==> src/design/dsp_pkg.sv <==
// Constants and carrier types for the distributor stream ports
package dsp_pkg;

    // ==========================================================
    // Stream widths, build-time configuration
    // ==========================================================
    localparam int TS_TX_W   = 64; // Distributor to translation service
    localparam int TS_RX_W   = 64; // Translation service to distributor
    localparam int MSG16_W   = 16; // Wake-request and collator links
    localparam int BYTE_W    = 8;  // Bits covered by one keep bit
    localparam int TS_DEST_W = 2;  // Translation-service selector
    localparam int TS_ID_W   = 2;  // Translation-service source id
    localparam int CO_DEST_W = 3;  // Collator selector
    localparam int CO_ID_W   = 3;  // Collator source id

    // ==========================================================
    // Buffer depths and build options
    // ==========================================================
    localparam int TX_DEPTH  = 8;  // Outgoing translation-service buffer
    localparam int AUX_DEPTH = 2;  // Every other link buffer
    localparam bit STITCHED  = 1'b0; // Wake link kept internal when set

    // ==========================================================
    // Reset values
    // ==========================================================
    localparam logic RST_FLAG = 1'b0; // Valid, wake and message flags
    localparam logic RST_RDY  = 1'b1; // Buffer ready out of reset

    // ==========================================================
    // Carriers
    // ==========================================================
    typedef struct packed {
        logic [TS_TX_W-1:0]        data;
        logic [TS_TX_W/BYTE_W-1:0] keep;
        logic                      last;
        logic [TS_DEST_W-1:0]      dest;
    } dsp_ts_tx_s;

    typedef struct packed {
        logic [TS_RX_W-1:0]        data;
        logic [TS_RX_W/BYTE_W-1:0] keep;
        logic                      last;
        logic [TS_ID_W-1:0]        src;
    } dsp_ts_rx_s;

    typedef struct packed {
        logic [MSG16_W-1:0]   data;
        logic [CO_DEST_W-1:0] dest;
    } dsp_co_tx_s;

    typedef struct packed {
        logic [MSG16_W-1:0] data;
        logic [CO_ID_W-1:0] src;
    } dsp_co_rx_s;

endpackage

==> src/design/dsp_stream_ports.sv <==
// Distributor stream ports: link buffer and top-level port block
`timescale 1ns/1ps

// ==========================================================
// Buffer with registered head and registered ready
// ==========================================================
module dsp_fifo #(
    parameter int W     = 8,
    parameter int DEPTH = 8
) (
    input  wire logic         sys_clk,
    input  wire logic         rstn,
    input  wire logic         in_vld,
    output logic              in_rdy,
    input  wire logic [W-1:0] in_dat,
    output logic              out_vld,
    input  wire logic         out_rdy,
    output logic [W-1:0]      out_dat,
    output logic              busy
);
    localparam int AW = $clog2(DEPTH);

    logic [W-1:0]  mem [DEPTH];     // Storage behind the head
    logic [AW-1:0] wr_q, wr_d;      // Write pointer
    logic [AW-1:0] rd_q, rd_d;      // Read pointer
    logic [AW:0]   cnt_q, cnt_d;    // Words in storage
    logic          ov_q, ov_d;      // Head register valid
    logic [W-1:0]  od_q, od_d;      // Head register data
    logic          rdy_q, rdy_d;    // Registered ready
    logic          push;            // Word accepted
    logic          load;            // Storage moves to head

    // Next pointers, count, head and ready
    always_comb begin
        push  = in_vld && rdy_q;
        load  = (!ov_q || out_rdy) && (cnt_q != '0);
        wr_d  = push ? wr_q + 1'b1 : wr_q;
        rd_d  = load ? rd_q + 1'b1 : rd_q;
        cnt_d = cnt_q + {{AW{1'b0}}, push} - {{AW{1'b0}}, load};
        ov_d  = ov_q;
        od_d  = od_q;
        if (load) begin
            // Head takes the oldest stored word
            ov_d = 1'b1;
            od_d = mem[rd_q];
        end else if (out_rdy) begin
            ov_d = 1'b0;
        end
        // Ready never promises room that is not there
        rdy_d = cnt_d < (AW+1)'(DEPTH);
    end

    // Register state; storage written on accept
    always_ff @(posedge sys_clk) begin
        if (!rstn) begin
            wr_q  <= '0;
            rd_q  <= '0;
            cnt_q <= '0;
            ov_q  <= dsp_pkg::RST_FLAG;
            od_q  <= '0;
            rdy_q <= dsp_pkg::RST_RDY;
        end else begin
            wr_q  <= wr_d;
            rd_q  <= rd_d;
            cnt_q <= cnt_d;
            ov_q  <= ov_d;
            od_q  <= od_d;
            rdy_q <= rdy_d;
        end
    end

    always_ff @(posedge sys_clk) begin
        if (push) begin
            mem[wr_q] <= in_dat;
        end
    end

    assign in_rdy  = rdy_q;
    assign out_vld = ov_q;
    assign out_dat = od_q;
    assign busy    = ov_q || (cnt_q != '0);
endmodule

// Operation
// - Links valid/ready: receiver may stall by holding ready low
// - Translation-service send width fixed at build
// - Wake raised while sending or about to
// - One keep bit per payload byte
// - Destination field selects translation service
// - Inbound translation-service width fixed at build
// - Wake link: 16 bits, valid/ready only
// - Stitched build keeps wake link internal
// - Registered wake on wake-request link
// - Collator messages 16 bits with destination
// - Registered wake on collator link
module dsp_stream_ports (
    input  wire logic                 sys_clk,
    input  wire logic                 rstn,
    // User side, toward translation services
    input  wire logic                 ts_tx_vld,
    output logic                      ts_tx_rdy,
    input  wire dsp_pkg::dsp_ts_tx_s  ts_tx_msg,
    // Link to translation services
    output logic                      ts_o_tvalid,
    input  wire logic                 ts_o_tready,
    output dsp_pkg::dsp_ts_tx_s       ts_o_t,
    output logic                      ts_o_twakeup,
    // Link from translation services
    input  wire logic                 ts_i_tvalid,
    output logic                      ts_i_tready,
    input  wire dsp_pkg::dsp_ts_rx_s  ts_i_t,
    input  wire logic                 ts_i_twakeup,
    // User side, from translation services
    output logic                      ts_rx_vld,
    input  wire logic                 ts_rx_rdy,
    output dsp_pkg::dsp_ts_rx_s       ts_rx_msg,
    output logic                      ts_rx_wake,
    // User side, wake messages
    input  wire logic                 wk_tx_vld,
    output logic                      wk_tx_rdy,
    input  wire logic [15:0]          wk_tx_data,
    // Link to the wake-request block
    output logic                      wk_o_tvalid,
    input  wire logic                 wk_o_tready,
    output logic [15:0]               wk_o_tdata,
    output logic                      wk_o_twakeup,
    // User side, toward collators
    input  wire logic                 co_tx_vld,
    output logic                      co_tx_rdy,
    input  wire dsp_pkg::dsp_co_tx_s  co_tx_msg,
    // Link to collators
    output logic                      co_o_tvalid,
    input  wire logic                 co_o_tready,
    output dsp_pkg::dsp_co_tx_s       co_o_t,
    output logic                      co_o_twakeup,
    // Link from collators
    input  wire logic                 co_i_tvalid,
    output logic                      co_i_tready,
    input  wire dsp_pkg::dsp_co_rx_s  co_i_t,
    input  wire logic                 co_i_twakeup,
    // User side, from collators
    output logic                      co_rx_vld,
    input  wire logic                 co_rx_rdy,
    output dsp_pkg::dsp_co_rx_s       co_rx_msg,
    output logic                      co_rx_wake
);

    logic ts_busy;          // Words queued toward translation
    logic wk_busy;          // Words queued toward wake block
    logic co_busy;          // Words queued toward collators
    logic wk_vld;           // Wake buffer head valid
    logic wk_rdy;           // Wake buffer drain
    logic [15:0] wk_dat;    // Wake buffer head data
    logic msg_q, msg_d;     // Outgoing message part sent in
    logic tw_q, tw_d;       // Translation-service wake
    logic ww_q, ww_d;       // Wake-request link wake
    logic cw_q, cw_d;       // Collator link wake
    logic rw_q, rw_d;       // Inbound translation wake copy
    logic qw_q, qw_d;       // Inbound collator wake copy

    // ==========================================================
    // Outgoing translation-service path, eight stored words plus head register
    // ==========================================================
    // Payload, keep, last and dest ride as one word
    dsp_fifo #(
        .W     ($bits(dsp_pkg::dsp_ts_tx_s)),
        .DEPTH (dsp_pkg::TX_DEPTH)
    ) u_ts_tx (
        .sys_clk (sys_clk),
        .rstn    (rstn),
        .in_vld  (ts_tx_vld),
        .in_rdy  (ts_tx_rdy),
        .in_dat  (ts_tx_msg),
        .out_vld (ts_o_tvalid),
        .out_rdy (ts_o_tready),
        .out_dat (ts_o_t),
        .busy    (ts_busy)
    );

    // ==========================================================
    // Outgoing wake-request path
    // ==========================================================
    dsp_fifo #(
        .W     (dsp_pkg::MSG16_W),
        .DEPTH (dsp_pkg::AUX_DEPTH)
    ) u_wk_tx (
        .sys_clk (sys_clk),
        .rstn    (rstn),
        .in_vld  (wk_tx_vld),
        .in_rdy  (wk_tx_rdy),
        .in_dat  (wk_tx_data),
        .out_vld (wk_vld),
        .out_rdy (wk_rdy),
        .out_dat (wk_dat),
        .busy    (wk_busy)
    );

    // Stitched build drains internally and keeps pins quiet
    assign wk_rdy      = dsp_pkg::STITCHED | wk_o_tready;
    assign wk_o_tvalid = wk_vld & ~dsp_pkg::STITCHED;
    assign wk_o_tdata  = dsp_pkg::STITCHED ? '0 : wk_dat;

    // ==========================================================
    // Outgoing collator path
    // ==========================================================
    dsp_fifo #(
        .W     ($bits(dsp_pkg::dsp_co_tx_s)),
        .DEPTH (dsp_pkg::AUX_DEPTH)
    ) u_co_tx (
        .sys_clk (sys_clk),
        .rstn    (rstn),
        .in_vld  (co_tx_vld),
        .in_rdy  (co_tx_rdy),
        .in_dat  (co_tx_msg),
        .out_vld (co_o_tvalid),
        .out_rdy (co_o_tready),
        .out_dat (co_o_t),
        .busy    (co_busy)
    );

    // ==========================================================
    // Inbound paths: ready only when a slot is free
    // ==========================================================
    // Keep and source id arrive with the word
    dsp_fifo #(
        .W     ($bits(dsp_pkg::dsp_ts_rx_s)),
        .DEPTH (dsp_pkg::AUX_DEPTH)
    ) u_ts_rx (
        .sys_clk (sys_clk),
        .rstn    (rstn),
        .in_vld  (ts_i_tvalid),
        .in_rdy  (ts_i_tready),
        .in_dat  (ts_i_t),
        .out_vld (ts_rx_vld),
        .out_rdy (ts_rx_rdy),
        .out_dat (ts_rx_msg),
        .busy    ()
    );

    // Source id comes from the system with each word
    dsp_fifo #(
        .W     ($bits(dsp_pkg::dsp_co_rx_s)),
        .DEPTH (dsp_pkg::AUX_DEPTH)
    ) u_co_rx (
        .sys_clk (sys_clk),
        .rstn    (rstn),
        .in_vld  (co_i_tvalid),
        .in_rdy  (co_i_tready),
        .in_dat  (co_i_t),
        .out_vld (co_rx_vld),
        .out_rdy (co_rx_rdy),
        .out_dat (co_rx_msg),
        .busy    ()
    );

    // ==========================================================
    // Wake generation
    // ==========================================================
    // Wake covers offered and queued words; translation wake also covers unfinished messages
    always_comb begin
        msg_d = msg_q;
        if (ts_tx_vld && ts_tx_rdy) begin
            msg_d = !ts_tx_msg.last;
        end
        tw_d = ts_tx_vld | ts_busy | msg_q;
        ww_d = (wk_tx_vld | wk_busy) & ~dsp_pkg::STITCHED;
        cw_d = co_tx_vld | co_busy;
        rw_d = ts_i_twakeup;
        qw_d = co_i_twakeup;
    end

    // Register every wake flag
    always_ff @(posedge sys_clk) begin
        if (!rstn) begin
            msg_q <= dsp_pkg::RST_FLAG;
            tw_q  <= dsp_pkg::RST_FLAG;
            ww_q  <= dsp_pkg::RST_FLAG;
            cw_q  <= dsp_pkg::RST_FLAG;
            rw_q  <= dsp_pkg::RST_FLAG;
            qw_q  <= dsp_pkg::RST_FLAG;
        end else begin
            msg_q <= msg_d;
            tw_q  <= tw_d;
            ww_q  <= ww_d;
            cw_q  <= cw_d;
            rw_q  <= rw_d;
            qw_q  <= qw_d;
        end
    end

    assign ts_o_twakeup = tw_q;
    assign wk_o_twakeup = ww_q;
    assign co_o_twakeup = cw_q;
    assign ts_rx_wake   = rw_q;
    assign co_rx_wake   = qw_q;
endmodule

==> config.mk <==
export PLATFORM = sky130hd
export DESIGN_NAME = dsp_stream_ports
export DESIGN_NICKNAME = d
export VERILOG_FILES = /design/src/design/dsp_pkg.sv /design/src/design/dsp_stream_ports.sv
export SDC_FILE = /design/constraint.sdc
export NUM_CORES = 1
export LEC_CHECK = 0
export CAP_MARGIN = 40
export CORE_MARGIN = 1
export CORE_UTILIZATION = 60
export CTS_CLUSTER_SIZE = 12
export DETAILED_ROUTE_END_ITERATION = 12
export DONT_BUFFER_PORTS = 1
export PLACE_DENSITY = 0.8
export SYNTH_ARGS = -nofsm -noshare
export SYNTH_HDL_FRONTEND = slang
export SYNTH_SLANG_ARGS = --single-unit
==> constraint.sdc <==
create_clock -name sys_clk -period 10.6 [get_ports sys_clk]
set_clock_uncertainty 0.1 [all_clocks]
set_input_delay 2.12 -clock sys_clk [delete_from_list [all_inputs] [get_ports sys_clk]]
set_output_delay 2.12 -clock sys_clk [all_outputs]
set_load 0.01 [all_outputs]
## After elaboration in Yosys (flattened, before gate mapping)

Memories as Yosys holds them, arrays and structs flattened. A register that Yosys moved wholly into a read port is not among the register bits.
Index checks and enable logic that the tools add are counted.

- Add/subtract/negate cells: 20
- Order comparisons: 5
- Bitwise logic cells: 4
- Mux-type cells: 20
- Reductions and logical operators: 39

Operators with widths:

| cell | count |
|---|---|
| 1-bit two-way mux | 20 |
| 2-bit nonzero test | 9 |
| 1-bit logical NOT | 11 |
| 1-bit logical AND | 10 |
| 1-bit adder (second input constant) | 8 |
| 2-bit by 1-bit adder with 2-bit output | 4 |
| 1-bit logical OR | 8 |
| 2-bit less-than comparator (second input constant) | 4 |
| 2-bit by 1-bit subtractor with 2-bit output | 4 |
| 3-bit by 1-bit adder with 3-bit output (second input constant) | 2 |
| 4-bit by 1-bit adder with 4-bit output | 1 |
| 4-bit less-than comparator (second input constant) | 1 |
| 1-bit bitwise OR | 4 |
| 4-bit nonzero test | 1 |
| 4-bit by 1-bit subtractor with 4-bit output | 1 |

- Input bits: 218
- Bits in writable memories: 858
- Output and inout port bits: 219
- Memories kept: 5
- Logic and storage cells: 124
- Flip-flop bits (word level): 42

Memories:

| name | depth | width | rd ports | clocked after Yosys merged registers in | write ports | RTL line | text |
|---|---|---|---|---|---|---|---|
| u_ts_tx.mem | 8 | 75 | 1 | 1 | 1 | dsp_stream_ports.sv:23 | `logic [W-1:0] mem [DEPTH];` |
| u_ts_rx.mem | 2 | 75 | 1 | 1 | 1 | dsp_stream_ports.sv:23 |  |
| u_co_rx.mem | 2 | 19 | 1 | 1 | 1 | dsp_stream_ports.sv:23 |  |
| u_co_tx.mem | 2 | 19 | 1 | 1 | 1 | dsp_stream_ports.sv:23 |  |
| u_wk_tx.mem | 2 | 16 | 1 | 1 | 1 | dsp_stream_ports.sv:23 |  |

## Logic depth before layout (Yosys ltp)

- Depth in word-level cells: 5
- Mapped depth: 14
- Mapped depth without buffers: 12

## By module

Synthesis repeated with hierarchy kept, for this count alone.

- Cell total of the unflattened synthesis: 2343
- Area total of the unflattened synthesis: 41343.4 sq um

By module, submodules not included:

| module | seq. area each (sq um) | instances | area each (sq um) | cells each |
|---|---|---|---|---|
| dsp_fifo (u_ts_tx) | 19759.0 | 1 | 25598.3 | 1356 |
| dsp_fifo (u_ts_rx) | 6125.9 | 1 | 8704.6 | 524 |
| dsp_fifo (u_co_rx ...) | 1641.6 | 2 | 2434.8 | 155 |
| dsp_fifo (u_wk_tx) | 1401.3 | 1 | 1996.9 | 136 |
| dsp_stream_ports | 120.1 | 1 | 173.9 | 17 |

## Worst setup path after synthesis

Ideal clock, no wire load.

- Kind: input-to-reg
- Start point: in ts_tx_vld
- End point: mem u_ts_tx.mem[0][0] in the netlist's numbering (enable)
- Required time: 9900 ps
- Cell stages on the path: 4
- Slack: 2182 ps
- Setup time: 600 ps
- Path buffers: 1
- Arrival: 7717 ps
- Path through: and2_1 -> clkbuf_1 -> nand2b_1 -> nor3_1

- Cells in the longest elaborated chain, start to end: 3

RTL lines:

| what | RTL line | text |
|---|---|---|
| start, declared | dsp_stream_ports.sv:100 | `input wire logic ts_tx_vld,` |
| 1-bit logical AND | dsp_stream_ports.sv:35 | `push = in_vld && rdy_q;` |
| named net u_ts_tx.push | dsp_stream_ports.sv:30 | `logic push;` |
| 1-bit two-way mux | dsp_stream_ports.sv:73 | `if (push) begin` |
| 1-bit two-way mux (not written as such) | dsp_stream_ports.sv:74 | `mem[wr_q] <= in_dat;` |
| end, declared | dsp_stream_ports.sv:23 |  |

The timed path passes the listed nets, and every way through them passes these cells.

## Worst setup path after layout

- Start point: in ts_tx_vld
- End point: mem u_ts_tx.mem[0][63] in the netlist's numbering (enable)

- Cells in the longest elaborated chain, start to end: 3

RTL lines:

| what | RTL line |
|---|---|
| 1-bit logical AND | dsp_stream_ports.sv:35 |
| 1-bit two-way mux | dsp_stream_ports.sv:73 |
| 1-bit two-way mux (not written as such) | dsp_stream_ports.sv:74 |

Every way passes these cells.

==> impl_metrics.py <==
metrics = {
    "clock_network": {
        "clock_latency_ns": 0.66,
        "cts_hold_buf": 0,
        "ctsResizeCount": 0,
        "cts_sinks": 1104,
        "root_buffer": "clkbuf_16",
        "clk_pin_slew_ns": 0.06,
        "clk_path_buf_depth": 3,
        "cts_made_buffers": 108,
        "cts_setup_buffers": 0,
        "cts_tree": "done",
        "h-tree-depth": 3,
    },
    "synthesis": {
        "synth_top_area_frac": 0.635,
        "synthesis.nets": 2546,
        "synth-main-ff-cell": "edfxtp_1",
        "netlist_instances": 2312,
        "async_flop_share": 0,
        "ys_ff_latch": 1104,
        "syn-cell-area_um2": 40500,
        "synth-edff-count": 858,
        "synth_top_area_cell": "edfxtp_1",
        "synth_cell_types": 38,
        "synth_seq_area_share": 0.757,
        "yosys_warnings": 0,
        "synth.area.top_cells": "edfxtp_1, dfxtp_1, mux2i_1",
        "synth_area_per_cell_um2": 17.5,
    },
    "worst_setup_path": {
        "reg2regPathDepth": 6,
        "cp.required_ns": 10.79,
        "crit_fanout": 55,
        "path_class": "in -> reg",
        "worstPathCellList": "and2_1 > buf_4 > nand2b_1 > nor3_2 > buf_4 > buf_4",
        "critPathBufInv": 3,
        "crit_family": "buffers and inverters",
        "cp-end-kind": "register",
        "regToRegEndpoint": "u_ts_tx.out_dat[12]",
        "cp.arrival_ns": 4.04,
        "critPathMostFrequentCell": "buf_4",
        "ff2ff_setup_slack_ns": 6.87,
        "cp_slowest_cell": "buf_4",
        "slowest_delay_ns": 0.74,
        "startpoint_type": "input port",
        "rr_startpoint": "u_ts_tx.rd_q[0]",
    },
    "sta": {
        "drv_slew": 0,
        "worst_slew_pin_slew_ns": 1.27,
        "setup_viol": 0,
        "holdWs_ns": 0.406,
        "period_minus_slack_ns": 3.85,
        "fin_crit_sh": 0.364,
        "setup_tns_ns": 0,
        "slew-limit-headroom": 0.151,
        "rsz0062_at_grt": "no",
        "finalHoldViolations": 0,
        "max_freq_ghz": 0.259,
    },
    "grt": {
        "top_usage_layer": "met2",
        "grt_max_degree": 243,
        "gr-usage-met1": 0.277,
        "gr-usage-met2": 0.403,
        "use_met3": 0.0785,
        "grt_pass1_vias": 20500,
        "grt_pass1_wl_um": 122000,
        "antenna_found_initial": 2,
        "track_usage": 0.239,
        "grt-ovfl-total": 0,
    },
    "drt": {
        "wl_um": 84300,
        "drcViolationCount": 0,
        "num_vias": 20400,
        "drtIter0Drc": 1478,
        "first_pass_iters": 7,
        "drt-wirelength-per-cell_um": 25.6,
        "ant_nets": 0,
        "vias_per_cell": 6.20,
    },
    "power": {
        "leakage_nw": 16.0,
        "combPwrFrac": 0.214,
        "seq_power_share": 0.490,
        "switching_share": 0.300,
        "ir_worst_vdd_mv": 0.196,
        "intPower_mw": 8.43,
        "pwr-share-clk": 0.296,
        "total_power_mw": 12.0,
        "p_per_area_nw_per_um2": 268,
        "power.switching_mw": 3.61,
    },
    "place": {
        "dp.cells": 3076,
        "place_congestion": 0.798,
        "portBuffers": 0,
        "dpl.hpwl_um": 50200,
    },
    "layout": {
        "area_delta_synth_final_pct": 10.7,
        "fin_util": 0.676,
        "mostFrequentLayoutCells": "edfxtp_1, mux2i_1, dfxtp_1",
        "final_nets": 2557,
        "final_cells": 3289,
        "final_common_cell": "edfxtp_1",
        "drive_above_1_share": 0.123,
        "n_fill_cell": 4061,
    },
    "worst_hold_path": {
        "min_from": "u_ts_tx.rd_q[1]",
        "hold_end": "u_ts_tx.rd_q[1]",
        "hp-class": "reg -> reg",
        "hold_depth": 2,
    },
    "outcome": {
        "status": "finished clean",
    },
    "floorplanning": {
        "die_w_um": 262,
        "io_pins": 437,
        "initial_core_util": 0.611,
        "row_count": 94,
        "die_area_um2": 68600,
        "die_h_um": 262,
        "core_um2": 66300,
    },
    "run": {
        "cap_violations": 0,
    },
}
## cell families (layout without fill, tap and decap cells)
logic type	after synthesis	after routing	synth area share
compound gates	442	442	0.0768
simple gates	205	205	0.0222
xor+xnor	21	21	0.00454
buf+inv	169	276	0.0237
other cells	0	6	0
flops	1104	1104	0.757
fa+ha+maj	16	16	0.00512
mux	355	355	0.111
## through the flow
step	area, um^2	worst slack (ns)
after floorplan	40500	2.18
after global placement	41100	6.13
after detailed placement	41500	6.07
after CTS	44800	6.77
after global routing	44900	6.65
final	44900	6.75
## how the worst max path moves through the flow
stage	start	end	slack [ns]	cells past startpoint
floorplan	ts_tx_vld	u_ts_tx.mem[0][0]	2.18	4
global placement	ts_tx_vld	u_ts_tx.mem[0][55]	6.13	6
detailed placement	ts_tx_vld	u_ts_tx.mem[0][48]	6.07	6
CTS	ts_tx_vld	u_ts_tx.mem[0][41]	6.77	6
global route	ts_tx_vld	u_ts_tx.mem[0][63]	6.65	6
finish	ts_tx_vld	u_ts_tx.mem[0][63]	6.75	6
## per-layer routing
metal / share of wire / vias to the layer above
met2: 0.50 / 845
met4: 0.041 / 0
met5: 0 / -
li1: - / 9040
met1: 0.36 / 10300
met3: 0.10 / 171
## power groups by stage
| stage | Clock, mW | Sequential (mW) | Combinational, mW |
|---|---|---|---|
| after floorplan | 0 | 5.80 | 2.06 |
| after global placement | 0 | 5.98 | 2.35 |
| after detailed placement | 0 | 5.98 | 2.55 |
| after CTS | 3.63 | 5.90 | 2.59 |
| after global routing | 3.80 | 5.96 | 2.80 |
| final | 3.56 | 5.90 | 2.57 |
## Yosys cell counts, types with 4 or more instances
| master | count |
|---|---|
| dfxtp_1 | 246 |
| o22ai_2 | 18 |
| nand2b_1 | 7 |
| ha_1 | 15 |
| o31a_1 | 4 |
| o21ai_0 | 75 |
| a21oi_1 | 151 |
| nor2_1 | 17 |
| xor2_1 | 5 |
| buf_4 | 11 |
| edfxtp_1 | 858 |
| o22ai_1 | 57 |
| o211a_1 | 130 |
| nor2b_1 | 6 |
| inv_1 | 23 |
| buf_2 | 50 |
| mux2i_1 | 280 |
| nand2_1 | 139 |
| clkbuf_1 | 54 |
| buf_6 | 26 |
| and2_1 | 25 |
| and3_1 | 4 |
| xnor2_1 | 16 |
| mux4_2 | 75 |
## sequential cells by signal, summed over array words and instances (netlist names), 2 cells and up
register and count:
u_ts_tx.cnt_q 4, u_ts_rx.mem 150, u_co_tx.cnt_q 2, u_co_rx.out_dat 19, u_wk_tx.mem 32, u_co_tx.out_dat 19
u_ts_tx.wr_q 3, u_ts_rx.cnt_q 2, u_co_tx.mem 38, u_ts_tx.rd_q 3, u_co_rx.cnt_q 2, u_ts_tx.mem 600
u_ts_rx.out_dat 75, u_wk_tx.out_dat 16, u_co_rx.mem 38, u_ts_tx.out_dat 75, u_wk_tx.cnt_q 2
## final cells by class
cell class	count	area, um^2	share of cell area
clock buffers	189	3140	0.0700
repair buffers	46	658	0.0147
inverters	24	92.6	0.00206
diodes	6	15.0	0.000335
multi-input cells	1039	8980	0.200
well taps	864	1080	0.0241
flip-flops and latches	1104	30700	0.684
clock inverters	17	194	0.00432
## worst register-to-register path, stage by stage (launching register included)
cell	delay (ns)
dfxtp_4	0.67
buf_12	0.71
buf_4	0.91
buf_12	0.31
mux4_2	0.54
a21oi_1	0.25
a21oi_1	0.10
(Power assumes the default switching activity.)
